[config.mk]
export PLATFORM = sky130hd
export DESIGN_NAME = fpcs_sequencer
export DESIGN_NICKNAME = d
export VERILOG_FILES = /design/src/hw/fpcs_pkg.sv /design/src/hw/fpcs_stream_if.sv /design/src/hw/fpcs_fifo.sv /design/src/hw/fpcs_sequencer.sv
export SDC_FILE = /design/constraint.sdc
export NUM_CORES = 1
export LEC_CHECK = 0
export ABC_AREA = 0
export BUFFER_PORTS_ARGS = -buffer_cell sky130_fd_sc_hd__buf_2
export CAP_MARGIN = 30
export CORE_MARGIN = 3
export CORE_UTILIZATION = 28
export CTS_CLUSTER_DIAMETER = 100
export DETAILED_ROUTE_END_ITERATION = 10
export GPL_TIMING_DRIVEN = 1
export PLACE_DENSITY = 0.51
export SYNTH_ARGS = -nofsm -noshare
export SYNTH_HDL_FRONTEND = slang
export SYNTH_SLANG_ARGS = --single-unit
[constraint.sdc]
create_clock -name clk_i -period 10.09 [get_ports clk_i]
set_input_delay 1.009 -clock clk_i [delete_from_list [all_inputs] [get_ports clk_i]]
set_output_delay 1.009 -clock clk_i [all_outputs]
set_load 0.02 [all_outputs]
[src/hw/fpcs_pkg.sv]
// shared constants and types of the factory program command sequencer
// assumes 16-bit bus words, 21-bit word addresses, 8 banks of 8 blocks
package fpcs_pkg;
  localparam int ADDR_W     = 21;
  localparam int DATA_W     = 16;
  localparam int OP_W       = 3;
  localparam int BANK_LSB   = 18;
  localparam int BLOCK_LSB  = 15;
  localparam int FIFO_DEPTH = 8;
  localparam int FIFO_W     = OP_W + ADDR_W + DATA_W;
  localparam int CNT_W      = 4;

  localparam logic [7:0] CMD_READ_ARRAY   = 8'hff;
  localparam logic [7:0] CMD_READ_STATUS  = 8'h70;
  localparam logic [7:0] CMD_READ_SIG     = 8'h90;
  localparam logic [7:0] CMD_READ_QUERY   = 8'h98;
  localparam logic [7:0] CMD_CLEAR_STATUS = 8'h50;
  localparam logic [7:0] CMD_BANK_ERASE   = 8'h80;
  localparam logic [7:0] CMD_CONFIRM      = 8'hd0;
  localparam logic [7:0] CMD_DOUBLE       = 8'h35;
  localparam logic [7:0] CMD_QUAD         = 8'h56;
  localparam logic [7:0] CMD_ENHANCED     = 8'h30;
  localparam logic [15:0] EXIT_WORD       = 16'hffff;

  localparam logic       FLAG_RST  = 1'b0;
  localparam logic       READY_RST = 1'b1;
  localparam logic [1:0] LEFT_DW   = 2'h1;
  localparam logic [1:0] LEFT_QW   = 2'h3;

  // engine operations carried with each fifo entry
  typedef enum logic [2:0] {
    OP_ERASE, OP_PROG, OP_START, OP_VERIFY, OP_PEND, OP_VEND, OP_ABORT
  } fpcs_op_type;

  typedef enum logic [1:0] {
    RM_ARRAY, RM_STATUS, RM_SIG, RM_QUERY
  } fpcs_rmode_type;
endpackage

[src/hw/fpcs_stream_if.sv]
// valid/ready word stream between the sequencer and its fifo
// assumes both ends on the same clock
`timescale 1ns/100ps
interface fpcs_stream_if #(parameter int W = fpcs_pkg::FIFO_W);
  logic         valid;
  logic         ready;
  logic [W-1:0] data;
  modport src (output valid, output data, input ready);
  modport snk (input valid, input data, output ready);
endinterface

[src/hw/fpcs_fifo.sv]
// word fifo with a registered output stage
// assumes one clock, synchronous active-low reset
`timescale 1ns/100ps
module fpcs_fifo #(
  parameter int WIDTH = fpcs_pkg::FIFO_W,
  parameter int DEPTH = fpcs_pkg::FIFO_DEPTH
) (
  // clock and reset
  input wire logic clk_i,
  input wire logic rst_n_i,
  // fill and drain sides
  fpcs_stream_if.snk in_s,
  fpcs_stream_if.src out_s
);
  localparam int PW = $clog2(DEPTH);

  logic [WIDTH-1:0] mem_reg [DEPTH];
  logic [PW-1:0]    wr_ptr_reg;
  logic [PW-1:0]    rd_ptr_reg;
  logic [PW:0]      count_reg;
  logic             out_valid_reg;
  logic [WIDTH-1:0] out_data_reg;

  wire do_push = in_s.valid && in_s.ready;
  wire do_pop  = (count_reg != '0) && (!out_valid_reg || out_s.ready);

  // full only counts storage; output stage adds one spare word
  assign in_s.ready  = count_reg != (PW+1)'(DEPTH);
  assign out_s.valid = out_valid_reg;
  assign out_s.data  = out_data_reg;

  always_ff @(posedge clk_i) begin
    if (do_push) begin
      mem_reg[wr_ptr_reg] <= in_s.data;
    end
  end

  always_ff @(posedge clk_i) begin
    if (!rst_n_i) begin
      wr_ptr_reg    <= '0;
      rd_ptr_reg    <= '0;
      count_reg     <= '0;
      out_valid_reg <= 1'b0;
      out_data_reg  <= '0;
    end else begin
      wr_ptr_reg <= do_push ? wr_ptr_reg + 1'b1 : wr_ptr_reg;
      rd_ptr_reg <= do_pop ? rd_ptr_reg + 1'b1 : rd_ptr_reg;
      count_reg  <= count_reg + (PW+1)'(do_push) - (PW+1)'(do_pop);
      if (do_pop) begin
        out_valid_reg <= 1'b1;
        out_data_reg  <= mem_reg[rd_ptr_reg];
      end else if (out_s.ready) begin
        out_valid_reg <= 1'b0;
      end
    end
  end
endmodule

[src/hw/fpcs_sequencer.sv]
// command sequencer for the factory program commands of one flash device
// assumes host bus pins asynchronous; engine signals on clk_i
`timescale 1ns/100ps
module fpcs_sequencer (
  // clock and reset
  input  wire logic        clk_i,
  input  wire logic        rst_n_i,
  // host bus pins
  input  wire logic        host_write_i,
  input  wire logic [20:0] host_addr_i,
  input  wire logic [15:0] host_data_i,
  input  wire logic        vpp_high_i,
  // program/erase engine
  input  wire logic        eng_ready_i,
  input  wire logic        eng_done_i,
  input  wire logic        eng_fail_i,
  output logic             eng_valid_o,
  output logic [2:0]       eng_op_o,
  output logic [20:0]      eng_addr_o,
  output logic [15:0]      eng_data_o,
  // status
  output logic             controller_ready_bit_o,
  output logic             bank_write_status_bit_o,
  output logic             sequence_error_flag_a_o,
  output logic             sequence_error_flag_b_o,
  output logic             program_fail_o,
  output logic             vpp_low_error_o,
  output logic             status_read_o,
  output logic [1:0]       read_mode_o,
  output logic [2:0]       active_bank_o
);
  typedef enum logic [2:0] {
    ST_IDLE, ST_ERASE_SETUP, ST_WORD_LOAD, ST_ENH_SETUP,
    ST_ENH_PROG, ST_ENH_VERIFY, ST_BUSY
  } fpcs_state_type;

  fpcs_state_type          state_reg, state_next;
  fpcs_pkg::fpcs_rmode_type rmode_reg, rmode_next;
  logic [1:0]  wr_sync_reg;
  logic        wr_prev_reg;
  logic [20:0] addr_s1_reg, addr_s2_reg;
  logic [15:0] data_s1_reg, data_s2_reg;
  logic [1:0]  vpp_sync_reg;
  logic [2:0]  bank_reg, bank_next;
  logic [20:0] start_reg, start_next;
  logic [20:0] ptr_reg, ptr_next;
  logic [1:0]  left_reg, left_next;
  logic        quad_reg, quad_next;
  logic        first_reg, first_next;
  logic        err_a_reg, err_a_next;
  logic        err_b_reg, err_b_next;
  logic        fail_reg, fail_next;
  logic        vpp_err_reg, vpp_err_next;
  logic        ready_reg, bws_reg, stat_reg;
  logic        push_valid;
  fpcs_pkg::fpcs_op_type push_op;
  logic [20:0] push_addr;
  logic        clr_flags;

  fpcs_stream_if #(.W(fpcs_pkg::FIFO_W)) push_s ();
  fpcs_stream_if #(.W(fpcs_pkg::FIFO_W)) eng_s ();

  // decode of the sampled bus write
  wire       wr_evt    = wr_sync_reg[1] && !wr_prev_reg;
  wire       vpp_ok    = vpp_sync_reg[1];
  wire [7:0] cmd       = data_s2_reg[7:0];
  wire [2:0] addr_bank = addr_s2_reg[20:fpcs_pkg::BANK_LSB];
  wire       same_bank = addr_bank == bank_reg;
  wire       in_block  = addr_s2_reg[20:fpcs_pkg::BLOCK_LSB]
                         == start_reg[20:fpcs_pkg::BLOCK_LSB];
  wire       is_exit   = !in_block && data_s2_reg == fpcs_pkg::EXIT_WORD;
  wire       is_read   = cmd == fpcs_pkg::CMD_READ_ARRAY
                         || cmd == fpcs_pkg::CMD_READ_STATUS
                         || cmd == fpcs_pkg::CMD_READ_SIG
                         || cmd == fpcs_pkg::CMD_READ_QUERY;
  wire fpcs_pkg::fpcs_rmode_type rmode_cmd =
      cmd == fpcs_pkg::CMD_READ_ARRAY  ? fpcs_pkg::RM_ARRAY :
      cmd == fpcs_pkg::CMD_READ_SIG    ? fpcs_pkg::RM_SIG   :
      cmd == fpcs_pkg::CMD_READ_QUERY  ? fpcs_pkg::RM_QUERY :
                                         fpcs_pkg::RM_STATUS;
  wire       is_prog   = cmd == fpcs_pkg::CMD_DOUBLE
                         || cmd == fpcs_pkg::CMD_QUAD
                         || cmd == fpcs_pkg::CMD_ENHANCED;
  // page words may differ only in the low address bits
  wire       page_ok   = quad_reg
                         ? addr_s2_reg[20:2] == start_reg[20:2]
                         : addr_s2_reg[20:1] == start_reg[20:1];
  wire       at_start  = addr_s2_reg == start_reg;
  wire [20:0] stream_addr = (first_reg || !at_start) ? addr_s2_reg
                                                     : ptr_reg;
  wire       can_push  = push_s.ready;
  wire       idle_like = state_next == ST_IDLE
                         || state_next == ST_ERASE_SETUP
                         || state_next == ST_ENH_SETUP
                         || state_next == ST_WORD_LOAD;
  wire       streaming = state_next == ST_ENH_PROG
                         || state_next == ST_ENH_VERIFY;

  assign push_s.valid = push_valid;
  assign push_s.data  = {push_op, push_addr, data_s2_reg};
  assign eng_s.ready  = eng_ready_i;

  fpcs_fifo #(
    .WIDTH (fpcs_pkg::FIFO_W),
    .DEPTH (fpcs_pkg::FIFO_DEPTH)
  ) u_fifo (
    .clk_i   (clk_i),
    .rst_n_i (rst_n_i),
    .in_s    (push_s),
    .out_s   (eng_s)
  );

  always_comb begin
    state_next   = state_reg;
    rmode_next   = rmode_reg;
    bank_next    = bank_reg;
    start_next   = start_reg;
    ptr_next     = ptr_reg;
    left_next    = left_reg;
    quad_next    = quad_reg;
    first_next   = first_reg;
    err_a_next   = err_a_reg;
    err_b_next   = err_b_reg;
    vpp_err_next = vpp_err_reg;
    push_valid   = 1'b0;
    push_op      = fpcs_pkg::OP_PROG;
    push_addr    = addr_s2_reg;
    clr_flags    = 1'b0;
    case (state_reg)
      ST_IDLE: if (wr_evt) begin
        bank_next = addr_bank;
        if (is_read) begin
          rmode_next = rmode_cmd;
        end else if (cmd == fpcs_pkg::CMD_CLEAR_STATUS) begin
          clr_flags = 1'b1;
        end else if (cmd == fpcs_pkg::CMD_BANK_ERASE) begin
          // allowed at either program supply level
          state_next = ST_ERASE_SETUP;
        end else if (is_prog && !vpp_ok) begin
          vpp_err_next = 1'b1;
        end else if (cmd == fpcs_pkg::CMD_ENHANCED) begin
          state_next = ST_ENH_SETUP;
        end else if (is_prog) begin
          state_next = ST_WORD_LOAD;
          quad_next  = cmd == fpcs_pkg::CMD_QUAD;
          left_next  = cmd == fpcs_pkg::CMD_QUAD ? fpcs_pkg::LEFT_QW
                                                 : fpcs_pkg::LEFT_DW;
          first_next = 1'b1;
        end
      end
      ST_ERASE_SETUP, ST_ENH_SETUP: if (wr_evt) begin
        rmode_next = fpcs_pkg::RM_STATUS;
        first_next = 1'b1;
        if (cmd != fpcs_pkg::CMD_CONFIRM) begin
          err_a_next = 1'b1;
          err_b_next = 1'b1;
          state_next = ST_IDLE;
        end else if (state_reg == ST_ENH_SETUP) begin
          state_next = ST_ENH_PROG;
        end else begin
          // whole bank to ones, bank latched at the erase setup write
          push_valid = 1'b1;
          push_op    = fpcs_pkg::OP_ERASE;
          state_next = ST_BUSY;
        end
      end
      ST_WORD_LOAD: if (wr_evt) begin
        push_valid = 1'b1;
        first_next = 1'b0;
        left_next  = left_reg - 2'h1;
        if (first_reg) begin
          start_next = addr_s2_reg;
        end
        if (!first_reg && !page_ok) begin
          // stray page word: drop the whole group
          push_op    = fpcs_pkg::OP_ABORT;
          err_a_next = 1'b1;
          err_b_next = 1'b1;
          state_next = ST_IDLE;
        end else if (left_reg == 2'h0) begin
          push_op    = fpcs_pkg::OP_START;
          rmode_next = fpcs_pkg::RM_STATUS;
          state_next = ST_BUSY;
        end
      end
      ST_ENH_PROG, ST_ENH_VERIFY: if (wr_evt && can_push) begin
        // a word sent while the write status bit is high is lost
        if (!first_reg && !in_block && !is_exit) begin
          push_valid = 1'b0;
        end else if (!first_reg && is_exit) begin
          push_valid = 1'b1;
          first_next = 1'b1;
          if (state_reg == ST_ENH_PROG) begin
            push_op    = fpcs_pkg::OP_PEND;
            state_next = ST_ENH_VERIFY;
          end else begin
            push_op    = fpcs_pkg::OP_VEND;
            state_next = ST_BUSY;
          end
        end else begin
          push_valid = 1'b1;
          push_op    = state_reg == ST_ENH_VERIFY ? fpcs_pkg::OP_VERIFY
                                                  : fpcs_pkg::OP_PROG;
          push_addr  = stream_addr;
          ptr_next   = stream_addr + 21'h000001;
          first_next = 1'b0;
          if (first_reg && state_reg == ST_ENH_PROG) begin
            start_next = addr_s2_reg;
          end
        end
      end
      ST_BUSY: begin
        // only reads of the busy bank, no suspend, no other bank
        if (wr_evt && is_read && same_bank) begin
          rmode_next = rmode_cmd;
        end
        // all-protected bank ends with done and no error
        if (eng_done_i) begin
          state_next = ST_IDLE;
        end
      end
      default: state_next = ST_IDLE;
    endcase
  end

  // fail is set by the engine; set wins over clear
  assign fail_next = (fail_reg && !clr_flags) || eng_fail_i;

  // pin synchronisers
  always_ff @(posedge clk_i) begin
    wr_sync_reg  <= {wr_sync_reg[0], host_write_i};
    wr_prev_reg  <= wr_sync_reg[1];
    addr_s1_reg  <= host_addr_i;
    addr_s2_reg  <= addr_s1_reg;
    data_s1_reg  <= host_data_i;
    data_s2_reg  <= data_s1_reg;
    vpp_sync_reg <= {vpp_sync_reg[0], vpp_high_i};
  end

  // reset abandons any erase or program in flight
  always_ff @(posedge clk_i) begin
    if (!rst_n_i) begin
      state_reg   <= ST_IDLE;
      rmode_reg   <= fpcs_pkg::RM_ARRAY;
      bank_reg    <= '0;
      start_reg   <= '0;
      ptr_reg     <= '0;
      left_reg    <= '0;
      quad_reg    <= 1'b0;
      first_reg   <= 1'b1;
      err_a_reg   <= fpcs_pkg::FLAG_RST;
      err_b_reg   <= fpcs_pkg::FLAG_RST;
      fail_reg    <= fpcs_pkg::FLAG_RST;
      vpp_err_reg <= fpcs_pkg::FLAG_RST;
      ready_reg   <= fpcs_pkg::READY_RST;
      bws_reg     <= fpcs_pkg::FLAG_RST;
      stat_reg    <= fpcs_pkg::FLAG_RST;
    end else begin
      state_reg   <= state_next;
      rmode_reg   <= rmode_next;
      bank_reg    <= bank_next;
      start_reg   <= start_next;
      ptr_reg     <= ptr_next;
      left_reg    <= left_next;
      quad_reg    <= quad_next;
      first_reg   <= first_next;
      err_a_reg   <= err_a_next && !clr_flags;
      err_b_reg   <= err_b_next && !clr_flags;
      fail_reg    <= fail_next;
      vpp_err_reg <= vpp_err_next && !clr_flags;
      ready_reg   <= idle_like;
      bws_reg     <= !idle_like && !(streaming && push_s.ready);
      stat_reg    <= !idle_like || rmode_next == fpcs_pkg::RM_STATUS;
    end
  end

  assign controller_ready_bit_o  = ready_reg;
  assign bank_write_status_bit_o = bws_reg;
  assign sequence_error_flag_a_o = err_a_reg;
  assign sequence_error_flag_b_o = err_b_reg;
  assign program_fail_o          = fail_reg;
  assign vpp_low_error_o         = vpp_err_reg;
  assign status_read_o           = stat_reg;
  assign read_mode_o             = rmode_reg;
  assign active_bank_o           = bank_reg;
  assign eng_valid_o             = eng_s.valid;
  assign eng_op_o                = eng_s.data[39:37];
  assign eng_addr_o              = eng_s.data[36:16];
  assign eng_data_o              = eng_s.data[15:0];
endmodule

==> impl_results.md <==
* Synth-to-Final Area Change at 16.86%
* Die X at between 200 and 300 um
* Initial antenna violation count at 0
* IO Pins at slightly below 100
* Diode count at 0
* Placed cell areas at 0.02133 mm^2
* Number of global-route vias before repair at between 10000 and 15000
* Vias at approximately 11000
* Worst Tran Pin Value at between 0.9 and 1 ns
* Antenna Nets Post-Route at 0
* TritonCTS buffer count at 52
* Reg2reg end: ptr_reg[18]$_SDFFE_PN0P_
* Die Span Y at ~270 um
* Maximum fanout along the worst path at 20
* Drt drc at 0
* Final instance area at around 0.023 mm^2
* Total grt overflow at 0
* Area of the multi-input gates at approximately 0.006 mm^2
* Setup violators final at 0
* YS warnings at 0
* Worst Setup EP: ptr_reg[18]$_SDFFE_PN0P_
* Post-synthesis sequential area ratio at 67.86%
* Count of unique library cells instantiated by Yosys at 63
* Starting Density at approximately 29%
* Share of cells above drive strength 1 at between 20 and 25%
* Pins over their slew limit at 0
* Site Rows at between 90 and 100
* Post-Syn Instances at 1333
* Class of the worst hold path: flip-flop to flip-flop
* Final non-filler cell total at between 2000 and 2500
* Setup_tns at 0 ns
* Worst slew margin relative to its limit at 37.45%
* Reg2reg path depth at 14
* Routability congestion estimate at a little under 0.8
* Post-CTS setup buffers at 0
* Clock Sinks at around 510
* Reg2reg start: addr_s2_reg[8]$_DFF_P_
* Maximum VDD drop at 0.1569 mV
* Worst endpoint required time at 10.60 ns
* Clk buf depth at 3
* Drt pass-1 iters at 7
* CTS root buf: clkbuf_16
* Top_reg_cell synth: edfxtp_1
* Async set-reset flop share out of synthesis at 0%
* PD cells at between 200 and 250 mW/mm^2
* Clk Latency, worst-skew pair at roughly 0.60 ns
* FF/Latch Area at 0.01344 mm^2
* Final Net Count at approximately 1500
* PortBufs at 96
* Hold path depth at 0
* #FFs+latches synth at around 510
* Max Fclk at approximately 230 MHz
* Final period util at ~44%
* Worst hold slack at 0.3267 ns
* Cts repair resizes at 0
* Iteration-0 DRC Markers at 646
* HPWL reported at the end of detailed placement at around 28 mm
* Synthesized cell area at between 0.015 and 0.02 mm^2
* Synthesized Nets at roughly 1400
* H-Tree Depth at 2
* Core region area at 0.06931 mm^2
* Final Hold Fails at 0
* Leak at about 0.0079 uW
* Dpl cells at 2299
* Arr. time, crit path at roughly 5 ns
* Clock transition at path regs at around 0.06 ns
* Worst Setup Start Kind: flip-flop
* CTS tree: built
* Largest register FFs at 320
* # hold bufs at CTS at 0
* Worst setup EP type: flip-flop
* R2R setup slack at 5.70 ns
* Syn avg cell area at roughly 15 um^2
* Status: finished clean
* RSZ-0062 raised after global routing: false
* Via density at around 4.7
* Crit Path Class: flip-flop to flip-flop
* Avg WL per Cell at between 15 and 20 um
* Post-synth EDFFs at 320
* Final Skew at 0.01861 ns
* DIE AREA at roughly 0.074 mm^2
* Min cycle time layout at ~4.4 ns
* First-pass GRT wire length at 70.11 mm
* Critical Path Start: addr_s2_reg[8]$_DFF_P_
* Largest net degree at the start of global routing at 75
* Max cap viols at 0
* FILL cells at ~6700
* Final wirelength at ~46 mm
* Total global-route track usage at 12.28%
-- power by group --
group / internal (uW) / switching [uW]
registers: 2330 / 108
logic: 390 / 525
clock network: 1190 / 807
total: 3900 / 1440
-- per-stage QoR --
stage	setup slack, ns	util [%]	power, uW
2_1_floorplan	4.614	-	3121
3_3_place_gp	5.793	30.78	3421
3_5_place_dp	5.703	30.78	3433
4_1_cts	5.681	33.37	5443
5_1_grt	5.333	33.38	5604
6_report	5.697	33.38	5343
-- per-layer routing --
| metal | GRT usage [%] | vias to the layer above | wire length (um) |
|---|---|---|---|
| met5 | 0 | - | 0 |
| met4 | 3.191 | 0 | 870 |
| met3 | 2.114 | 55 | 1931 |
| met2 | 20.43 | 224 | 22190 |
| met1 | 16.65 | 5659 | 20920 |
| li1 | - | 5243 | - |
-- area by class of cell --
cell class / instances / share of cell area, %
Tap cell: 931 / 5.035
Inverter: 20 / 0.3299
Sequential cell: 511 / 58.10
Clock inverter: 31 / 1.569
Timing Repair Buffer: 117 / 2.758
Clock buffer: 67 / 6.187
Multi-Input combinational cell: 721 / 26.02
-- synth_stat cells, types with 14 or more instances --
master	count	area, um^2
a211oi_1	47	352.8
a21oi_1	36	180.2
a31oi_1	20	125.1
and3_1	17	106.4
buf_1	22	82.58
clkbuf_1	47	176.4
dfxtp_1	191	3824
edfxtp_1	320	9609
inv_1	19	71.32
mux2_2	17	191.4
mux2i_1	74	740.7
mux4_2	80	1802
nand2_1	97	364.1
nand3_1	21	105.1
nor2_1	105	394.1
nor3_1	14	70.07
o21ai_0	36	180.2
xnor2_1	21	183.9
-- cell families after synthesis --
family / share of synthesized area (%)
flops: 67.86
mux: 14.34
compound gates: 6.150
xor+xnor: 1.372
buf+inv: 2.023
simple gates: 7.528
fa+ha+maj: 0.7332
-- cell usage in the layout (no fill, tap or decap), types with 12 or more instances in the layout --
master / n
a211oi_1: 47
a21oi_1: 35
a31oi_1: 20
and3_1: 17
buf_2: 96
buf_4: 20
clkbuf_16: 54
dfxtp_1: 188
edfxtp_1: 320
inv_1: 19
mux2_2: 17
mux2i_1: 74
mux4_2: 80
nand2_1: 97
nand3_1: 21
nor2_1: 103
nor3_1: 12
o21ai_0: 36
xnor2_1: 21
-- worst min path at each step --
stage                     slack [ns]                       to                     from
final                           0.33  data_s2_reg[12]$_DFF_P_  data_s1_reg[12]$_DFF_P_
after global routing            0.33  data_s2_reg[14]$_DFF_P_  data_s1_reg[14]$_DFF_P_
after global placement          0.31   data_s2_reg[7]$_DFF_P_   data_s1_reg[7]$_DFF_P_
after floorplan                 0.31   addr_s2_reg[0]$_DFF_P_   addr_s1_reg[0]$_DFF_P_
after CTS                       0.32  data_s2_reg[13]$_DFF_P_  data_s1_reg[13]$_DFF_P_
after detailed placement        0.31  data_s2_reg[12]$_DFF_P_  data_s1_reg[12]$_DFF_P_
-- worst max-delay path, stage by stage (launching register included) --
cell and delay, ns:
dfxtp_1 0.46, xnor2_1 0.17, nand4_1 0.17, nor3_2 0.30, and3_1 0.71, buf_4 0.37
nand2_1 0.08, nand2_1 0.08, ha_1 0.28, nand2_1 0.10, mux2i_2 0.36, nand3_4 0.20
or4b_4 0.59, a211o_1 0.28, a31oi_1 0.14
(Power assumes the default switching activity.)
